[src/switch_debug_link_pkg.sv]
package switch_debug_link_pkg;

    localparam int NUM_LINKS = 8;
    localparam int NUM_TILES = 2;

    // Register numbers
    localparam logic [7:0] DBG_CFG_TILE0_OFF = 8'h10;
    localparam logic [7:0] DBG_CFG_TILE1_OFF = 8'h11;
    localparam logic [7:0] DBG_ORIGIN_OFF = 8'h1F;
    localparam logic [7:0] LINK_STATUS_BASE = 8'h20;
    localparam logic [7:0] PROCESSOR_LINK_STATUS_NETWORK_BASE = 8'h40;
    localparam logic [7:0] LINK_CFG_BASE = 8'h80;

    // Debug configuration and origin fields
    localparam int DBG_DRIVE_EN_BIT = 0;
    localparam int DBG_REQ_EN_BIT = 1;
    localparam int ORIGIN_TILE0_BIT = 0;
    localparam int ORIGIN_TILE1_BIT = 1;
    localparam int ORIGIN_PIN_BIT = 4;

    // Link status fields
    localparam int TARGET_LSB = 24;
    localparam int DEST_LSB = 16;
    localparam int DIR_LSB = 8;
    localparam int NET_LSB = 4;
    localparam int JUNK_BIT = 2;
    localparam int DEST_BUSY_BIT = 1;
    localparam int SRC_BUSY_BIT = 0;

    // Link configuration fields
    localparam int CFG_ENABLE_BIT = 31;
    localparam int CFG_WIDE_BIT = 30;
    localparam int CFG_RX_ERR_BIT = 27;
    localparam int CFG_CREDIT_ISSUED_BIT = 26;
    localparam int CFG_CREDIT_HELD_BIT = 25;
    localparam int CFG_CREDIT_RESET_BIT = 24;
    localparam int CFG_RX_RESET_BIT = 23;
    localparam int CFG_SYM_GAP_LSB = 11;
    localparam int CFG_TOK_GAP_LSB = 0;

    // Reset values
    localparam logic [1:0] DBG_CFG_RESET = 2'h0;
    localparam logic [2:0] ORIGIN_RESET = 3'h0;
    localparam logic [3:0] DIR_RESET = 4'h0;
    localparam logic [1:0] NET_RESET = 2'h0;
    localparam logic [10:0] GAP_RESET = 11'h000;
    localparam logic ENABLE_RESET = 1'b0;
    localparam logic WIDE_RESET = 1'b0;

    // Low byte of a reply identifier that asks for no reply to a write
    localparam logic [7:0] REPLY_SUPPRESS = 8'hFF;

    typedef struct packed {
        logic [1:0] target_kind;
        logic [7:0] dest_link;
        logic junk;
        logic dest_busy;
        logic src_busy;
    } link_status_type;

    typedef struct packed {
        logic rx_error;
        logic credit_issued;
        logic credit_held;
    } ext_link_status_type;

    typedef struct packed {
        logic enable;
        logic wide;
        logic [10:0] symbol_gap;
        logic [10:0] token_gap;
        logic [3:0] direction;
        logic [1:0] network;
    } link_ctrl_type;

    typedef struct packed {
        logic req_en;
        logic drive_en;
    } debug_cfg_type;

    typedef struct packed {
        logic valid;
        logic write;
        logic [7:0] reg_num;
        logic [31:0] wdata;
        logic [23:0] reply_id;
    } reg_request_type;

    typedef struct packed {
        logic valid;
        logic [31:0] rdata;
        logic [23:0] reply_id;
    } reg_reply_type;

endpackage

[src/switch_debug_link_config_regs.sv]
`timescale 1ns/100ps
`default_nettype none
module switch_debug_link_config_regs
    import switch_debug_link_pkg::*;
#(
    parameter int LINKS = NUM_LINKS
) (
    // Clock and reset
    input wire logic clk_in,
    input wire logic rst_in,
    // Register access messages
    input wire reg_request_type req_in,
    output reg_reply_type reply_out,
    // Debug line
    input wire logic [NUM_TILES-1:0] core_halted_flag_in,
    output logic [NUM_TILES-1:0] debug_request_out,
    input wire logic debug_pin_n_in,
    output logic debug_pin_n_out,
    output logic debug_pin_n_oe_out,
    // Switch link state
    input wire link_status_type [LINKS-1:0] switch_link_status_in,
    input wire link_status_type [LINKS-1:0] processor_link_status_in,
    input wire ext_link_status_type [LINKS-1:0] ext_link_status_in,
    // Link control
    output link_ctrl_type [LINKS-1:0] link_ctrl_out,
    output logic [1:0] processor_link_network_out [LINKS],
    output logic [LINKS-1:0] credit_reset_out,
    output logic [LINKS-1:0] rx_reset_out
);

    debug_cfg_type [NUM_TILES-1:0] dbg_cfg_reg, dbg_cfg_next;
    logic [2:0] origin_reg, origin_next;
    link_ctrl_type [LINKS-1:0] ctrl_reg, ctrl_next;
    logic [1:0] processor_link_target_net_reg [LINKS];
    logic [1:0] processor_link_target_net_next [LINKS];
    logic [LINKS-1:0] credit_reset_reg, credit_reset_next;
    logic [LINKS-1:0] rx_reset_reg, rx_reset_next;
    reg_reply_type reply_reg, reply_next;
    logic [NUM_TILES-1:0] debug_request_reg, debug_request_next;
    logic pin_sync1_reg, pin_sync2_reg;
    logic drive_reg, drive_next;
    logic [1:0] drive_hist_reg;
    logic line_prev_reg;

    logic [NUM_TILES-1:0] tile_drive;
    logic ext_active;
    logic line_active;
    logic line_rise;
    logic [7:0] switch_link_target_idx, processor_link_target_idx, cfg_idx;
    logic in_switch_link_target, in_processor_link_target, in_cfg;
    logic [31:0] switch_link_target_word [LINKS];
    logic [31:0] processor_link_target_word [LINKS];
    logic [31:0] cfg_word [LINKS];
    logic [31:0] rdata;
    logic do_write;

    // Tile halted flags onto the line, pin is open drain
    always_comb begin
        for (int t = 0; t < NUM_TILES; t++) begin
            tile_drive[t] = dbg_cfg_reg[t].drive_en & core_halted_flag_in[t];
        end
    end

    // Our own pull-down comes back through the synchroniser two cycles late, so it is masked with the same delay
    assign ext_active = ~pin_sync2_reg & ~drive_hist_reg[1] & ~drive_reg;
    assign line_active = (|tile_drive) | ~pin_sync2_reg;
    assign line_rise = line_active & ~line_prev_reg;
    assign drive_next = |tile_drive;

    always_comb begin
        for (int t = 0; t < NUM_TILES; t++) begin
            debug_request_next[t] = line_active & dbg_cfg_reg[t].req_en;
        end
    end

    // Per-link decode
    assign switch_link_target_idx = 8'(req_in.reg_num - LINK_STATUS_BASE);
    assign processor_link_target_idx = 8'(req_in.reg_num - PROCESSOR_LINK_STATUS_NETWORK_BASE);
    assign cfg_idx = 8'(req_in.reg_num - LINK_CFG_BASE);
    assign in_switch_link_target = (req_in.reg_num >= LINK_STATUS_BASE) && (switch_link_target_idx < 8'(LINKS));
    assign in_processor_link_target = (req_in.reg_num >= PROCESSOR_LINK_STATUS_NETWORK_BASE) && (processor_link_target_idx < 8'(LINKS));
    assign in_cfg = (req_in.reg_num >= LINK_CFG_BASE) && (cfg_idx < 8'(LINKS));
    assign do_write = req_in.valid & req_in.write;

    genvar g;
    generate
        for (g = 0; g < LINKS; g++) begin : g_word
            always_comb begin
                switch_link_target_word[g] = 32'h0000_0000;
                switch_link_target_word[g][TARGET_LSB +: 2] = switch_link_status_in[g].target_kind;
                switch_link_target_word[g][DEST_LSB +: 8] = switch_link_status_in[g].dest_link;
                switch_link_target_word[g][DIR_LSB +: 4] = ctrl_reg[g].direction;
                switch_link_target_word[g][NET_LSB +: 2] = ctrl_reg[g].network;
                switch_link_target_word[g][JUNK_BIT] = switch_link_status_in[g].junk;
                switch_link_target_word[g][DEST_BUSY_BIT] = switch_link_status_in[g].dest_busy;
                switch_link_target_word[g][SRC_BUSY_BIT] = switch_link_status_in[g].src_busy;

                processor_link_target_word[g] = 32'h0000_0000;
                processor_link_target_word[g][TARGET_LSB +: 2] = processor_link_status_in[g].target_kind;
                processor_link_target_word[g][DEST_LSB +: 8] = processor_link_status_in[g].dest_link;
                processor_link_target_word[g][NET_LSB +: 2] = processor_link_target_net_reg[g];
                processor_link_target_word[g][JUNK_BIT] = processor_link_status_in[g].junk;
                processor_link_target_word[g][DEST_BUSY_BIT] = processor_link_status_in[g].dest_busy;
                processor_link_target_word[g][SRC_BUSY_BIT] = processor_link_status_in[g].src_busy;

                cfg_word[g] = 32'h0000_0000;
                cfg_word[g][CFG_ENABLE_BIT] = ctrl_reg[g].enable;
                cfg_word[g][CFG_WIDE_BIT] = ctrl_reg[g].wide;
                cfg_word[g][CFG_RX_ERR_BIT] = ext_link_status_in[g].rx_error;
                cfg_word[g][CFG_CREDIT_ISSUED_BIT] = ext_link_status_in[g].credit_issued;
                cfg_word[g][CFG_CREDIT_HELD_BIT] = ext_link_status_in[g].credit_held;
                cfg_word[g][CFG_SYM_GAP_LSB +: 11] = ctrl_reg[g].symbol_gap;
                cfg_word[g][CFG_TOK_GAP_LSB +: 11] = ctrl_reg[g].token_gap;
            end
        end
    endgenerate

    // Read multiplexer; unmapped numbers read as zero
    always_comb begin
        rdata = 32'h0000_0000;
        if (req_in.reg_num == DBG_CFG_TILE0_OFF) begin
            rdata[1:0] = dbg_cfg_reg[0];
        end else if (req_in.reg_num == DBG_CFG_TILE1_OFF) begin
            rdata[1:0] = dbg_cfg_reg[1];
        end else if (req_in.reg_num == DBG_ORIGIN_OFF) begin
            rdata[ORIGIN_PIN_BIT] = origin_reg[2];
            rdata[ORIGIN_TILE1_BIT] = origin_reg[1];
            rdata[ORIGIN_TILE0_BIT] = origin_reg[0];
        end else if (in_switch_link_target) begin
            rdata = switch_link_target_word[switch_link_target_idx[2:0]];
        end else if (in_processor_link_target) begin
            rdata = processor_link_target_word[processor_link_target_idx[2:0]];
        end else if (in_cfg) begin
            rdata = cfg_word[cfg_idx[2:0]];
        end
    end

    // Next state of the debug configuration, origin, link control, reset strobe and reply registers
    always_comb begin
        dbg_cfg_next = dbg_cfg_reg;
        origin_next = origin_reg;
        ctrl_next = ctrl_reg;
        processor_link_target_net_next = processor_link_target_net_reg;
        credit_reset_next = '0;
        rx_reset_next = '0;
        reply_next = '0;

        if (req_in.valid) begin
            reply_next.valid = ~(req_in.write && (req_in.reply_id[7:0] == REPLY_SUPPRESS));
            reply_next.reply_id = req_in.reply_id;
            reply_next.rdata = req_in.write ? 32'h0000_0000 : rdata;
        end

        if (do_write) begin
            if (req_in.reg_num == DBG_CFG_TILE0_OFF) begin
                dbg_cfg_next[0] = req_in.wdata[1:0];
            end else if (req_in.reg_num == DBG_CFG_TILE1_OFF) begin
                dbg_cfg_next[1] = req_in.wdata[1:0];
            end else if (req_in.reg_num == DBG_ORIGIN_OFF) begin
                origin_next = {req_in.wdata[ORIGIN_PIN_BIT], req_in.wdata[ORIGIN_TILE1_BIT],
                               req_in.wdata[ORIGIN_TILE0_BIT]};
            end else if (in_switch_link_target) begin
                ctrl_next[switch_link_target_idx[2:0]].direction = req_in.wdata[DIR_LSB +: 4];
                ctrl_next[switch_link_target_idx[2:0]].network = req_in.wdata[NET_LSB +: 2];
            end else if (in_processor_link_target) begin
                processor_link_target_net_next[processor_link_target_idx[2:0]] = req_in.wdata[NET_LSB +: 2];
            end else if (in_cfg) begin
                ctrl_next[cfg_idx[2:0]].enable = req_in.wdata[CFG_ENABLE_BIT];
                ctrl_next[cfg_idx[2:0]].wide = req_in.wdata[CFG_WIDE_BIT];
                ctrl_next[cfg_idx[2:0]].symbol_gap = req_in.wdata[CFG_SYM_GAP_LSB +: 11];
                ctrl_next[cfg_idx[2:0]].token_gap = req_in.wdata[CFG_TOK_GAP_LSB +: 11];
                credit_reset_next[cfg_idx[2:0]] = req_in.wdata[CFG_CREDIT_RESET_BIT];
                rx_reset_next[cfg_idx[2:0]] = req_in.wdata[CFG_RX_RESET_BIT];
            end
        end

        // A new line event overrides a software write in the same cycle
        if (line_rise) begin
            origin_next = {ext_active, tile_drive[1], tile_drive[0]};
        end
    end

    // Synchroniser starts at the idle high level so reset release sees no false line edge
    always_ff @(posedge clk_in) begin
        if (rst_in) begin
            pin_sync1_reg <= 1'b1;
            pin_sync2_reg <= 1'b1;
        end else begin
            pin_sync1_reg <= debug_pin_n_in;
            pin_sync2_reg <= pin_sync1_reg;
        end
        if (rst_in) begin
            for (int t = 0; t < NUM_TILES; t++) begin
                dbg_cfg_reg[t] <= DBG_CFG_RESET;
            end
            origin_reg <= ORIGIN_RESET;
            for (int i = 0; i < LINKS; i++) begin
                ctrl_reg[i].enable <= ENABLE_RESET;
                ctrl_reg[i].wide <= WIDE_RESET;
                ctrl_reg[i].symbol_gap <= GAP_RESET;
                ctrl_reg[i].token_gap <= GAP_RESET;
                ctrl_reg[i].direction <= DIR_RESET;
                ctrl_reg[i].network <= NET_RESET;
                processor_link_target_net_reg[i] <= NET_RESET;
            end
            credit_reset_reg <= '0;
            rx_reset_reg <= '0;
            reply_reg <= '0;
            debug_request_reg <= '0;
            drive_reg <= 1'b0;
            drive_hist_reg <= 2'h0;
            line_prev_reg <= 1'b0;
        end else begin
            dbg_cfg_reg <= dbg_cfg_next;
            origin_reg <= origin_next;
            ctrl_reg <= ctrl_next;
            processor_link_target_net_reg <= processor_link_target_net_next;
            credit_reset_reg <= credit_reset_next;
            rx_reset_reg <= rx_reset_next;
            reply_reg <= reply_next;
            debug_request_reg <= debug_request_next;
            drive_reg <= drive_next;
            drive_hist_reg <= {drive_hist_reg[0], drive_reg};
            line_prev_reg <= line_active;
        end
    end

    assign reply_out = reply_reg;
    assign debug_request_out = debug_request_reg;
    assign debug_pin_n_out = 1'b0;
    assign debug_pin_n_oe_out = drive_reg;
    assign link_ctrl_out = ctrl_reg;
    assign processor_link_network_out = processor_link_target_net_reg;
    assign credit_reset_out = credit_reset_reg;
    assign rx_reset_out = rx_reset_reg;

endmodule
`default_nettype wire

[config.mk]
export PLATFORM = sky130hd
export DESIGN_NAME = switch_debug_link_config_regs
export DESIGN_NICKNAME = d
export VERILOG_FILES = /design/src/switch_debug_link_pkg.sv /design/src/switch_debug_link_config_regs.sv
export SDC_FILE = /design/constraint.sdc
export NUM_CORES = 1
export LEC_CHECK = 0
export BUFFER_PORTS_ARGS = -buffer_cell sky130_fd_sc_hd__buf_2
export CORE_AREA = 2 2 245 247
export DETAILED_ROUTE_END_ITERATION = 12
export DIE_AREA = 0 0 247 249
export PLACE_DENSITY_LB_ADDON = 0.1
export SYNTH_ARGS = -nofsm -noshare
export SYNTH_HDL_FRONTEND = slang
export SYNTH_SLANG_ARGS = --single-unit
[constraint.sdc]
create_clock -name clk_in -period 1.79 [get_ports clk_in]
set_input_delay 0.0895 -clock clk_in [delete_from_list [all_inputs] [get_ports clk_in]]
set_output_delay 0.0895 -clock clk_in [all_outputs]
set_load 0.01 [all_outputs]
# Word level (Yosys, flattened, before mapping)
# Index checks and enable logic that the tools add are counted.
[classes]
bitwise = 26
reduce_logical = 21
n_mux = 47
n_addsub = 3
order_cmp = 14
eq_ne = 7
[op_table]
columns = ["operator", "count"]
rows = [
  ["$bwmux W240", 6],
  ["$mux W240", 3],
  ["$demux W30 S3", 6],
  ["$bmux W32 S3", 3],
  ["$mux W32", 9],
  ["$mux W30", 1],
  ["$mux W29", 1],
  ["$mux W28", 1],
  ["$eq A8 B5 Y1 const B", 3],
  ["$lt A8 B4 Y1 const B", 3],
  ["$mux W17", 1],
  ["$and A8 B8 Y8", 2],
  ["$bwmux W16", 1],
  ["$mux W3", 5],
  ["$ge A4 B4 Y1 const B", 3],
  ["$not A1 Y1", 12],
  ["$not A3 Y4", 3],
  ["$reduce_and A6 Y1", 2],
  ["$mux W2", 5],
  ["$and A1 B1 Y1", 8],
  ["$eq A8 B8 Y1 const B", 1],
  ["$ge A8 B6 Y1 const B", 1],
  ["$ge A8 B7 Y1 const B", 1],
  ["$ge A8 B8 Y1 const B", 1],
  ["other kinds (22)", 36],
]
[totals]
elab_cells = 192
regBits = 344
output_inout_bits = 333
inputBits = 303

# Depth between registers and ports, before layout
# Gate-level depths: netlist of run 1.
[logic_depth]
depth_word = 12
depth_mapped = 9
ltp_nobuf = 7

# Worst setup path before layout of run 1
# OpenSTA, ideal clock, no wires.
[synth_timing]
path_kind = "input to register"
from = "in req_in[62] in the netlist's numbering"
to = "reg ctrl_reg, in the netlist link_ctrl_out[180]"
slack_ps = 213
stages = 8
setup_time_ps = 128
n_path_buf = 1
required_ps = 1662
t_arrival_ps = 1450
cell_sequence = "inv_1 > ha_1 > xnor2_1 > nand4_1 > or3_1 > buf_2 > mux2i_1 > nor2_1"
[synth_between]
elab_chain_cells = 5
word_cells_on_any_way = 22
cone_classes = "add/sub: 3; order compare: 6; eq/ne: 4; mux: 1; bitwise: 3; reduce/logical: 5"
[synth_lines]
columns = ["item", "line", "source"]
rows = [
  ["start, declared", "switch_debug_link_config_regs.sv:12", "input wire reg_request_type req_in,"],
  ["$sub A8 B6 Y8 (tied with other cells)", "switch_debug_link_config_regs.sv:77", "assign switch_link_target_idx = 8'(req_in.reg_num - LINK_STATUS_BASE);"],
  ["$lt A8 B4 Y1 (on tied branches)", "switch_debug_link_config_regs.sv:80, switch_debug_link_config_regs.sv:81, switch_debug_link_config_regs.sv:82", ""],
  ["$logic_and A1 B1 Y1 (on tied branches)", "switch_debug_link_config_regs.sv:80, switch_debug_link_config_regs.sv:81, switch_debug_link_config_regs.sv:82", ""],
  ["$ne A2 B2 Y1 (no line) / $reduce_bool A2 Y1 (equally long branches)", "n/a", ""],
  ["$reduce_and A6 Y1 (no line)", "n/a", ""],
  ["end signal, assigned", "switch_debug_link_config_regs.sv:216", "ctrl_reg <= ctrl_next;"],
  ["end, declared", "switch_debug_link_config_regs.sv:33", "link_ctrl_type [LINKS-1:0] ctrl_reg, ctrl_next;"],
]
# Parallel ways exist; a longest one is shown, timed or not.
# A chain may end at the register's enable or synchronous reset.

# Final worst setup path of run 1
[layout_timing]
from = "in req_in[56] in the netlist's numbering"
to = "reg reply_reg, in the netlist reply_out[50]"
[layout_between]
elab_chain_cells = 8
word_cells_on_any_way = 31
cone_classes = "add/sub: 3; order compare: 6; eq/ne: 3; mux: 12; bitwise: 3; reduce/logical: 4"
[layout_lines]
columns = ["item", "line", "source"]
rows = [
  ["branches (longest 8 deep; another with $sub A8 B8 Y8)", "n/a", ""],
  ["end signal, assigned", "switch_debug_link_config_regs.sv:220", "reply_reg <= reply_next;"],
  ["end, declared", "switch_debug_link_config_regs.sv:38", "reg_reply_type reply_reg, reply_next;"],
]
# Parallel ways; which one is timed is not known. The select of a mux whose other input is x is not followed.

==> flow_summary.ini, run 1 <==
[timing]
drv_slew = 0
fin_ws_ns = 0.1371
fin_crit_ns = 1.653
whs_ns = 0.01115
finalHoldViolCount = 0
tightest_slew_ns = 0.7999
fmax_mhz = 605.0
setup_viol = 0
fin_setup_tns_ns = 0
maxSlewHeadroom = 0.4667
post-route-period-util = 0.9234
rsz0062_at_grt = no
skew_ns = 0.02402

[clocking]
cts_tree = yes
cts-root-buf = clkbuf_16
cts_buffer_depth = 3
clk_pin_slew_worst_paths_ns = 0.07
clock-sinks = 342
htree_levels = 2
cts_buffers = 42
clk_latency_ns = 0.58

[logic_synthesis]
yosys_warnings = 0
synth_common_cells = dfxtp_1, nand2_1, a21oi_1, nor2_1, mux2i_1
ys_ff_latch = 342
synth_edf_count = 0
netlist_instances = 1857
synth_most_common_cell = dfxtp_1
ys_seq_area_frac = 0.4312
yosysTopAreaCellShare = 0.4312
synth_area_leaders = dfxtp_1, mux2i_1, nand2_1
yosysTopAreaCell = dfxtp_1
avgSynthCellArea_um2 = 8.550
async_flop_share = 0
ys_types = 60
synth_area_mm2 = 0.01588
synth_top_flop_cell = dfxtp_1

[die]
start_util = 0.2705
ioPinCount = 636
die_x_um = 247
core_region_area_mm2 = 0.05869
die_h_um = 249
fp-row-count = 89
die_area_mm2 = 0.06150

[cells_and_area]
regArea_mm2 = 0.006847
multiInputGateArea_mm2 = 0.008218
fill_cells = 6023
drive_above_1_share = 0.3852
largest_register_ffs = 240
syn_to_final_growth_pct = 50.04
finish.net_count = 2973

[pwr]
total_leakage_power_nw = 10.91
peakVddDrop_uv = 580.0
power_density_mw_per_mm2 = 788.4

[setup_path]
cpMostUsedCell = buf_4
cp_slowest_stage_delay_ns = 0.58
path_cells = buf_4 -> buf_4 -> nand2_1 -> nor2_4 -> buf_12 -> a22oi_1 -> dlygate4sd3_1 -> a31oi_1
critical_path_class = primary input to flop
cpLargestDelayFamily = buffers and inverters
crit_slowest_cell = dlygate4sd3_1
critPathBufInv = 4
required_ns = 2.29
cp-end-kind = flop
critPathArrivalTime_ns = 2.16
start_kind = primary input
cp_max_fo = 20

[worst_hold_path]
hold_path.class = primary input to flop

[route]
vias = 18290
ant_nets = 0
drt_wl_total_um = 98800
via_per_inst = 5.264
drt_iter0_drc = 1589
drc_errors = 0
post_drt_wl_per_cell_um = 28.43
dr.pass1.iters = 5

[placement]
detailed_place_hpwl_um = 74980
place_congestion = 0.9477
pre_cts_ws_ns = -0.3426
io_buffers = 626

[grt]
grt_pass1_vias = 17860
grt_max_degree = 150
overflow = 0
antenna_found_initial = 17
grt_pass1_wl_um = 136000
grtUsageTotal = 0.3083

[job]
maxCapViolCount = 0

[run_status]
status = finished, final reports clean
where the power goes:
| part | internal [W] | switching (W) | leakage [nW] |
|---|---|---|---|
| Clock | 0.00518 | 0.00360 | 0.674 |
| Sequential | 0.00765 | 0.0000139 | 2.76 |
| Combinational | 0.00103 | 0.00132 | 7.48 |
| Total | 0.0138 | 0.00493 | 10.9 |
logic make-up after synthesis:
kind of cell | share of synthesized area
compound gates | 0.1765
xor+xnor | 0.0005518
fa+ha+maj | 0.0007880
buf+inv | 0.05714
flops | 0.4312
mux | 0.1460
other cells | 0.0002362
simple gates | 0.1876
metrics by stage:
step / power, W / cells / instance area, µm² / utilization
after floorplan: 0.008703 / 1859 / 15880 / -
after global placement: 0.01001 / 3321 / 21660 / 0.3690
after detailed placement: 0.01001 / 3321 / 21660 / 0.3690
after CTS: 0.01893 / 3468 / 23800 / 0.4056
after global routing: 0.01938 / 3472 / 23810 / 0.4058
final: 0.01878 / 3475 / 23820 / 0.4059
per-layer routing:
metal	GRT usage	share of wire
met5	0	0.00065
met4	0.08640	0.029
met3	0.07886	0.088
met2	0.5277	0.49
met1	0.3794	0.40
layout make-up:
type	instances	area share
multi-input cells	1324	0.3450
flip-flops and latches	342	0.2874
repair buffers	952	0.2675
clock buffers	56	0.04932
well taps	773	0.04060
clock inverters	14	0.008351
inverters	7	0.001103
diodes	7	0.0007353
final timing paths:
kind | start | endpoint | slack, ns | depth (start not counted)
setup / recovery | req_in[56] | reply_out[50]$_SDFF_PP0_ | 0.14 | 8
setup reg to reg | link_ctrl_out[41]$_SDFFE_PP0P_ | reply_out[29]$_SDFF_PP0_ | 0.15 | 5
hold / removal | processor_link_status_in[32] | reply_out[43]$_SDFF_PP0_ | 0.01 | 5
hold reg to reg | pin_sync1_reg$_SDFF_PP1_ | pin_sync2_reg$_SDFF_PP1_ | 0.42 | 1
worst reg2reg max path, delay by kind of cell (launching register included):
family	cells	cell delay, ns
compound gates	4	1.04
flops	1	0.34
mux	1	0.16
what timing repair did:
action | in CTS | in global routing
hold endpoints to repair | 223 | 0
buffers inserted | 0 | 0
hold buffers | 77 | 0
gates resized for setup | 0 | 1
setup endpoints to repair | 0 | 1
cell usage in the layout (no fill, tap or decap), types with 7 or more instances in the layout:
| master | Yosys | layout |
|---|---|---|
| clkbuf_1 | 89 | 8 |
| or3_1 | 8 | 8 |
| buf_2 | 68 | 622 |
| mux2i_1 | 127 | 127 |
| dfxtp_1 | 342 | 342 |
| buf_12 | 0 | 46 |
| a221o_1 | 13 | 13 |
| o22ai_1 | 30 | 30 |
| a211oi_1 | 7 | 7 |
| nor3_1 | 20 | 20 |
| a31oi_1 | 14 | 14 |
| buf_4 | 24 | 204 |
| nor2b_1 | 11 | 7 |
| dlygate4sd3_1 | 0 | 77 |
| and2_1 | 30 | 30 |
| a221oi_1 | 26 | 26 |
| o21ai_0 | 49 | 49 |
| nand3_1 | 114 | 114 |
| mux4_2 | 25 | 25 |
| a22oi_1 | 36 | 36 |
| diode_2 | 0 | 7 |
| clkbuf_16 | 0 | 43 |
| a21oi_1 | 221 | 221 |
| nor2_1 | 129 | 122 |
| mux2_2 | 43 | 43 |
| a22o_1 | 8 | 8 |
| o221ai_1 | 15 | 15 |
| nor2_4 | 0 | 7 |
| nand2_1 | 317 | 316 |
No activity file was read; power rests on OpenSTA's default activity.
==> inputs of run 2 (changes only) <==
--- a/config.mk
+++ b/config.mk
@@ -6,9 +6,9 @@
 export NUM_CORES = 1
 export LEC_CHECK = 0
 export BUFFER_PORTS_ARGS = -buffer_cell sky130_fd_sc_hd__buf_2
-export CORE_AREA = 2 2 245 247
+export CORE_AREA = 5 5 241 243
 export DETAILED_ROUTE_END_ITERATION = 12
-export DIE_AREA = 0 0 247 249
+export DIE_AREA = 0 0 246 248
 export PLACE_DENSITY_LB_ADDON = 0.1
 export SYNTH_ARGS = -nofsm -noshare
 export SYNTH_HDL_FRONTEND = slang
==> run 2 against run 1 <==
Compared with the run above: critical path type unchanged; die area decreased by 0.80%; clock power about the same; cell area decreased by 1.0%; global-route usage decreased by 0.33 points; power decreased by 0.36%; flip-flop and latch count unchanged; critical endpoint is now reply_out[24]$_SDFF_PP0_; clock skew increased by 0.0096 ns; first-iteration DRC count increased by 3.7%; worst setup slack got worse by 0.059 ns.
==> flow_summary.ini, run 2 (synthesis gave the netlist of run 1 again) <==
[run_status]
status = finished, final reports clean

[setup_path]
reg2reg_from = link_ctrl_out[183]$_SDFFE_PP0P_
start_kind = primary input
cp_max_fo = 5
crit_start = req_in[57]
cp-end-kind = flop
critPathArrivalTime_ns = 2.18
required_ns = 2.26
critical_path_class = primary input to flop

[clocking]
cts_buffer_depth = 3
htree_levels = 2
clk_latency_ns = 0.59
post_cts_buffers = 0
cts-root-buf = clkbuf_16
clock-sinks = 342
cts_tree = yes
cts_buffers = 42
clk_pin_slew_worst_paths_ns = 0.06

[die]
ioPinCount = 636
fp-row-count = 87
die_x_um = 246
die_h_um = 248
die_area_mm2 = 0.06101
core_region_area_mm2 = 0.05573
start_util = 0.2849

[grt]
grt_pass1_vias = 17890
grt_pass1_wl_um = 135700
grt_max_degree = 180
grtUsageTotal = 0.3050
overflow = 0
antenna_found_initial = 12

[route]
dr.pass1.iters = 6
drt_wl_total_um = 98580
m1WireLength_um = 39800
drc_errors = 0
highest_layer = met5
wl_met2_um = 47930
wl_met3_um = 8173
vias = 18220
post_drt_wl_per_cell_um = 28.73
drt_iter0_drc = 1647
ant_nets = 0
via_per_inst = 5.309

[pwr]
power_density_mw_per_mm2 = 793.6
total_leakage_power_nw = 10.76
peakVddDrop_uv = 617.3

[timing]
fin_crit_ns = 1.712
finalHoldViolCount = 0
rsz0062_at_grt = no
fmax_mhz = 584.1
skew_ns = 0.03361
maxSlewHeadroom = 0.3280
post-route-period-util = 0.9565
drv_slew = 0
tightest_slew_ns = 1.008
fin_ws_ns = 0.07785
setup_viol = 0
whs_ns = 0.02889

[cells_and_area]
drive_above_1_share = 0.3752
syn_to_final_growth_pct = 48.53
final_common_cell = buf_2
finish.net_count = 2939
largest_register_ffs = 240
final_cell_mix = buf_2, dfxtp_1, nand2_1, a21oi_1, buf_4
stdcell_count = 3431

[placement]
pre_cts_ws_ns = -0.3704
io_buffers = 626
detailed_place_hpwl_um = 74020
dp_cells = 3261
place_congestion = 0.9438

[worst_hold_path]
hp-start = processor_link_status_in[49]
hold_path.class = primary input to flop

[job]
maxCapViolCount = 0
## run 2: cell count changes in the layout (fill, tap and decap cells not counted), sizes merged
| cell | change |
|---|---|
| buf | -44 |
| inv | -1 |
| bufinv | -2 |
| clkinvlp | +1 |
| clkbuf | +10 |
| dlygate4sd3 | +9 |
## run 2: report_power, final
| group | internal [W] | switching, W |
|---|---|---|
| registers | 0.00765 | 0.0000141 |
| logic | 0.000980 | 0.00131 |
| clock network | 0.00514 | 0.00362 |
## run 2: what timing repair did
item	4_1_cts	5_1_grt
setup endpoints to repair	0	5
hold buffers	86	0
hold endpoints to repair	232	0
gates resized for setup	0	8
## run 2: cell type report
type                            count  area [µm²]
Tap cell                          756       945.9
Antenna cell                        7       17.52
Timing Repair Buffer              918        6112
Inverter                            7       26.28
Clock inverter                     12       137.6
Sequential cell                   342        6847
Fill cell                        5716       32150
Multi-Input combinational cell   1324        8237
Clock buffer                       65        1259
## run 2: worst max-delay path: stages
cell	delay [ns]
clkbuf_8	0.13
dlygate4sd3_1	0.57
buf_6	0.14
buf_4	0.14
mux2_2	0.33
a221o_1	0.37
a22oi_2	0.19
o211a_1	0.15
o21ai_0	0.06
## run 2: metal layers
| layer | track usage | vias up |
|---|---|---|
| li1 | - | 8182 |
| met2 | 0.5224 | 851 |
| met4 | 0.07860 | 6 |
| met5 | 0 | - |
| met1 | 0.3899 | 9037 |
| met3 | 0.07043 | 140 |
## run 2: path summary, 6_finish.rpt
check | endpoint | slack, ns | cells past startpoint
worst min-delay path | reply_out[47]$_SDFF_PP0_ | 0.03 | 5
worst max register to register | reply_out[33]$_SDFF_PP0_ | 0.18 | 5
worst max-delay path | reply_out[24]$_SDFF_PP0_ | 0.08 | 9
worst min register to register | pin_sync2_reg$_SDFF_PP1_ | 0.44 | 1
## run 2: stage by stage
step                  util  instance area [µm²]  setup TNS, ns  total power, W
finish              0.4231                23580              0         0.01871
global route        0.4229                23570              0         0.01926
floorplan                -                15880              0        0.008703
detailed placement  0.3817                21280         -6.977        0.009934
global placement    0.3817                21280         -7.872        0.009930
CTS                 0.4222                23530              0         0.01881
==> inputs of run 3 (changes only) <==
--- a/config.mk
+++ b/config.mk
@@ -6,9 +6,9 @@
 export NUM_CORES = 1
 export LEC_CHECK = 0
 export BUFFER_PORTS_ARGS = -buffer_cell sky130_fd_sc_hd__buf_2
-export CORE_AREA = 5 5 241 243
+export CORE_AREA = 5 5 246 248
 export DETAILED_ROUTE_END_ITERATION = 12
-export DIE_AREA = 0 0 246 248
+export DIE_AREA = 0 0 251 253
 export PLACE_DENSITY_LB_ADDON = 0.1
 export SYNTH_ARGS = -nofsm -noshare
 export SYNTH_HDL_FRONTEND = slang
==> constraint.sdc (replaced) <==
create_clock -name clk_in -period 2 [get_ports clk_in]
set_input_delay 0.1 -clock clk_in [delete_from_list [all_inputs] [get_ports clk_in]]
set_output_delay 0.1 -clock clk_in [all_outputs]
set_load 0.01 [all_outputs]
==> run 3 against run 2 <==
Compared with the run above: utilization down 2.5 points; critical path type unchanged; die area up 4.1%; register-to-register slack worse by 0.06 ns; global-route usage down 1.5 points; cell area down 1.7%; sequential power down 10%; power down 9.7%.
==> flow_summary.ini, run 3 (synthesis gave the netlist of run 1 again) <==
[run_status]
status = finished, final reports clean

[timing]
fmax_mhz = 522.0
maxSlewHeadroom = 0.4427
drv_slew = 0
post-route-period-util = 0.9579
rsz0062_at_grt = no
tightest_slew_ns = 0.8272
skew_ns = 0.01665
whs_ns = 0.01784
setup_viol = 0
fin_crit_ns = 1.916
finalHoldViolCount = 0

[route]
post_drt_wl_per_cell_um = 28.73
vias = 18050
via_per_inst = 5.299
ant_nets = 0
drt_wl_total_um = 97870
dr.pass1.iters = 6
drc_errors = 0
drt_iter0_drc = 1605

[setup_path]
rr_endpoint = reply_out[29]$_SDFF_PP0_
start_kind = primary input
reg2reg_from = link_ctrl_out[41]$_SDFFE_PP0P_
cp_max_fo = 8
reg2reg_depth = 5
crit_slowest_cell = dlygate4sd3_1
path_cells = dlygate4sd3_1 -> clkbuf_8 -> and2b_1 -> nor2b_1 -> buf_4 -> nand2_1 -> buf_4 -> a21oi_1 -> dlygate4sd3_1
cp-end-kind = flop
critPathArrivalTime_ns = 2.43
required_ns = 2.51
cp_slowest_stage_delay_ns = 0.57
r2r_slack_ns = 0.12
critical_path_class = primary input to flop

[cells_and_area]
drive_above_1_share = 0.3689
final_common_cell = buf_2
syn_to_final_growth_pct = 46.00
stdcell_count = 3406
finish.net_count = 2898
largest_register_ffs = 240
final_cell_mix = buf_2, dfxtp_1, nand2_1, a21oi_1, buf_4

[die]
fp-row-count = 89
start_util = 0.2726
core_region_area_mm2 = 0.05824
die_x_um = 251
die_area_mm2 = 0.06350
die_h_um = 253
ioPinCount = 636

[worst_hold_path]
hold_end = reply_out[41]$_SDFF_PP0_
hold_depth = 5
hp-start = processor_link_status_in[69]
hold_path.class = primary input to flop

[placement]
place_congestion = 0.9234
dp_cells = 3243
io_buffers = 626
detailed_place_hpwl_um = 73120

[clocking]
htree_levels = 2
cts_buffers = 43
clk_latency_ns = 0.57
cts_tree = yes
cts_buffer_depth = 3
clk_pin_slew_worst_paths_ns = 0.06
cts-root-buf = clkbuf_16
clock-sinks = 342

[pwr]
power_density_mw_per_mm2 = 729.2
total_leakage_power_nw = 10.52
peakVddDrop_uv = 552.2

[grt]
overflow = 0
grtUsageTotal = 0.2904
antenna_found_initial = 20
grt_pass1_wl_um = 134900
grt_max_degree = 158
grt_pass1_vias = 17740

[job]
maxCapViolCount = 0
==> run 3: cell count changes in the layout (fill, tap and decap cells not counted), moves of 2 or more <==
cell,previous run,this run
nand2_1,317,315
nand2_2,0,2
buf_12,43,34
clkbuf_8,12,9
buf_6,3,1
bufinv_16,2,5
buf_4,162,140
clkinv_2,6,8
diode_2,7,9
dlygate4sd3_1,86,76
clkbuf_1,12,8
==> run 3: report_power, final <==
part           switching, W  total, W  internal (W)
sequential        0.0000116   0.00686       0.00684
clock               0.00322   0.00807       0.00486
combinational       0.00115   0.00198      0.000823
total               0.00438    0.0169        0.0125
==> run 3: layout make-up <==
class                      count  area (µm²)
antenna                        9       22.52
clock buffer                  58        1202
clock inverter                17       237.7
fill                        6053       35060
inverter                       7       26.28
multi-input combinational   1324        8218
sequential                   342        6847
tap                          773       967.2
timing repair buffer         876        5659
==> run 3: timing repair <==
action,CTS,global route
resized for setup,0,2
endpoints found under the hold margin,224,0
hold buffers,76,0
setup endpoints to repair,0,1
setup buffers,0,3
==> run 3: layer usage <==
metal | global-route usage | routed length, µm | vias up
li1 | - | - | 8101
met1 | 0.3716 | 39720 | 8950
met2 | 0.4940 | 47030 | 858
met3 | 0.06912 | 8086 | 137
met4 | 0.07765 | 3000 | 4
met5 | 0 | 26 | -
==> run 3: how the worst max path moves through the flow <==
stage,startpoint,endpoint,slack [ns],cells past startpoint
after floorplan,req_in[62],link_ctrl_out[180]$_SDFFE_PP0P_,0.41,8
after global placement,req_in[56],reply_out[29]$_SDFF_PP0_,-0.25,7
after detailed placement,req_in[56],reply_out[29]$_SDFF_PP0_,-0.30,7
after CTS,req_in[56],reply_out[51]$_SDFF_PP0_,0.02,9
after global routing,rst_in,reply_out[51]$_SDFF_PP0_,0.003,9
final,rst_in,reply_out[51]$_SDFF_PP0_,0.08,9
==> run 3: through the flow <==
step                TNS, ns  utilization  instance area [µm²]  setup WS (ns)  power, W
floorplan                 0            -                15880         0.4123  0.007789
global placement    -0.2509       0.3593                20930        -0.2509  0.008828
detailed placement  -0.3044       0.3593                20930        -0.3044  0.008837
CTS                       0       0.3971                23130        0.01827   0.01703
global route              0       0.3978                23170       0.002843   0.01742
finish                    0       0.3980                23180        0.08428   0.01690
==> run 3: worst max-delay path, delay by kind of cell <==
kind / cells / cell delay (ns)
buf+inv: 5 / 1.70
simple gates: 3 / 0.46
compound gates: 1 / 0.14
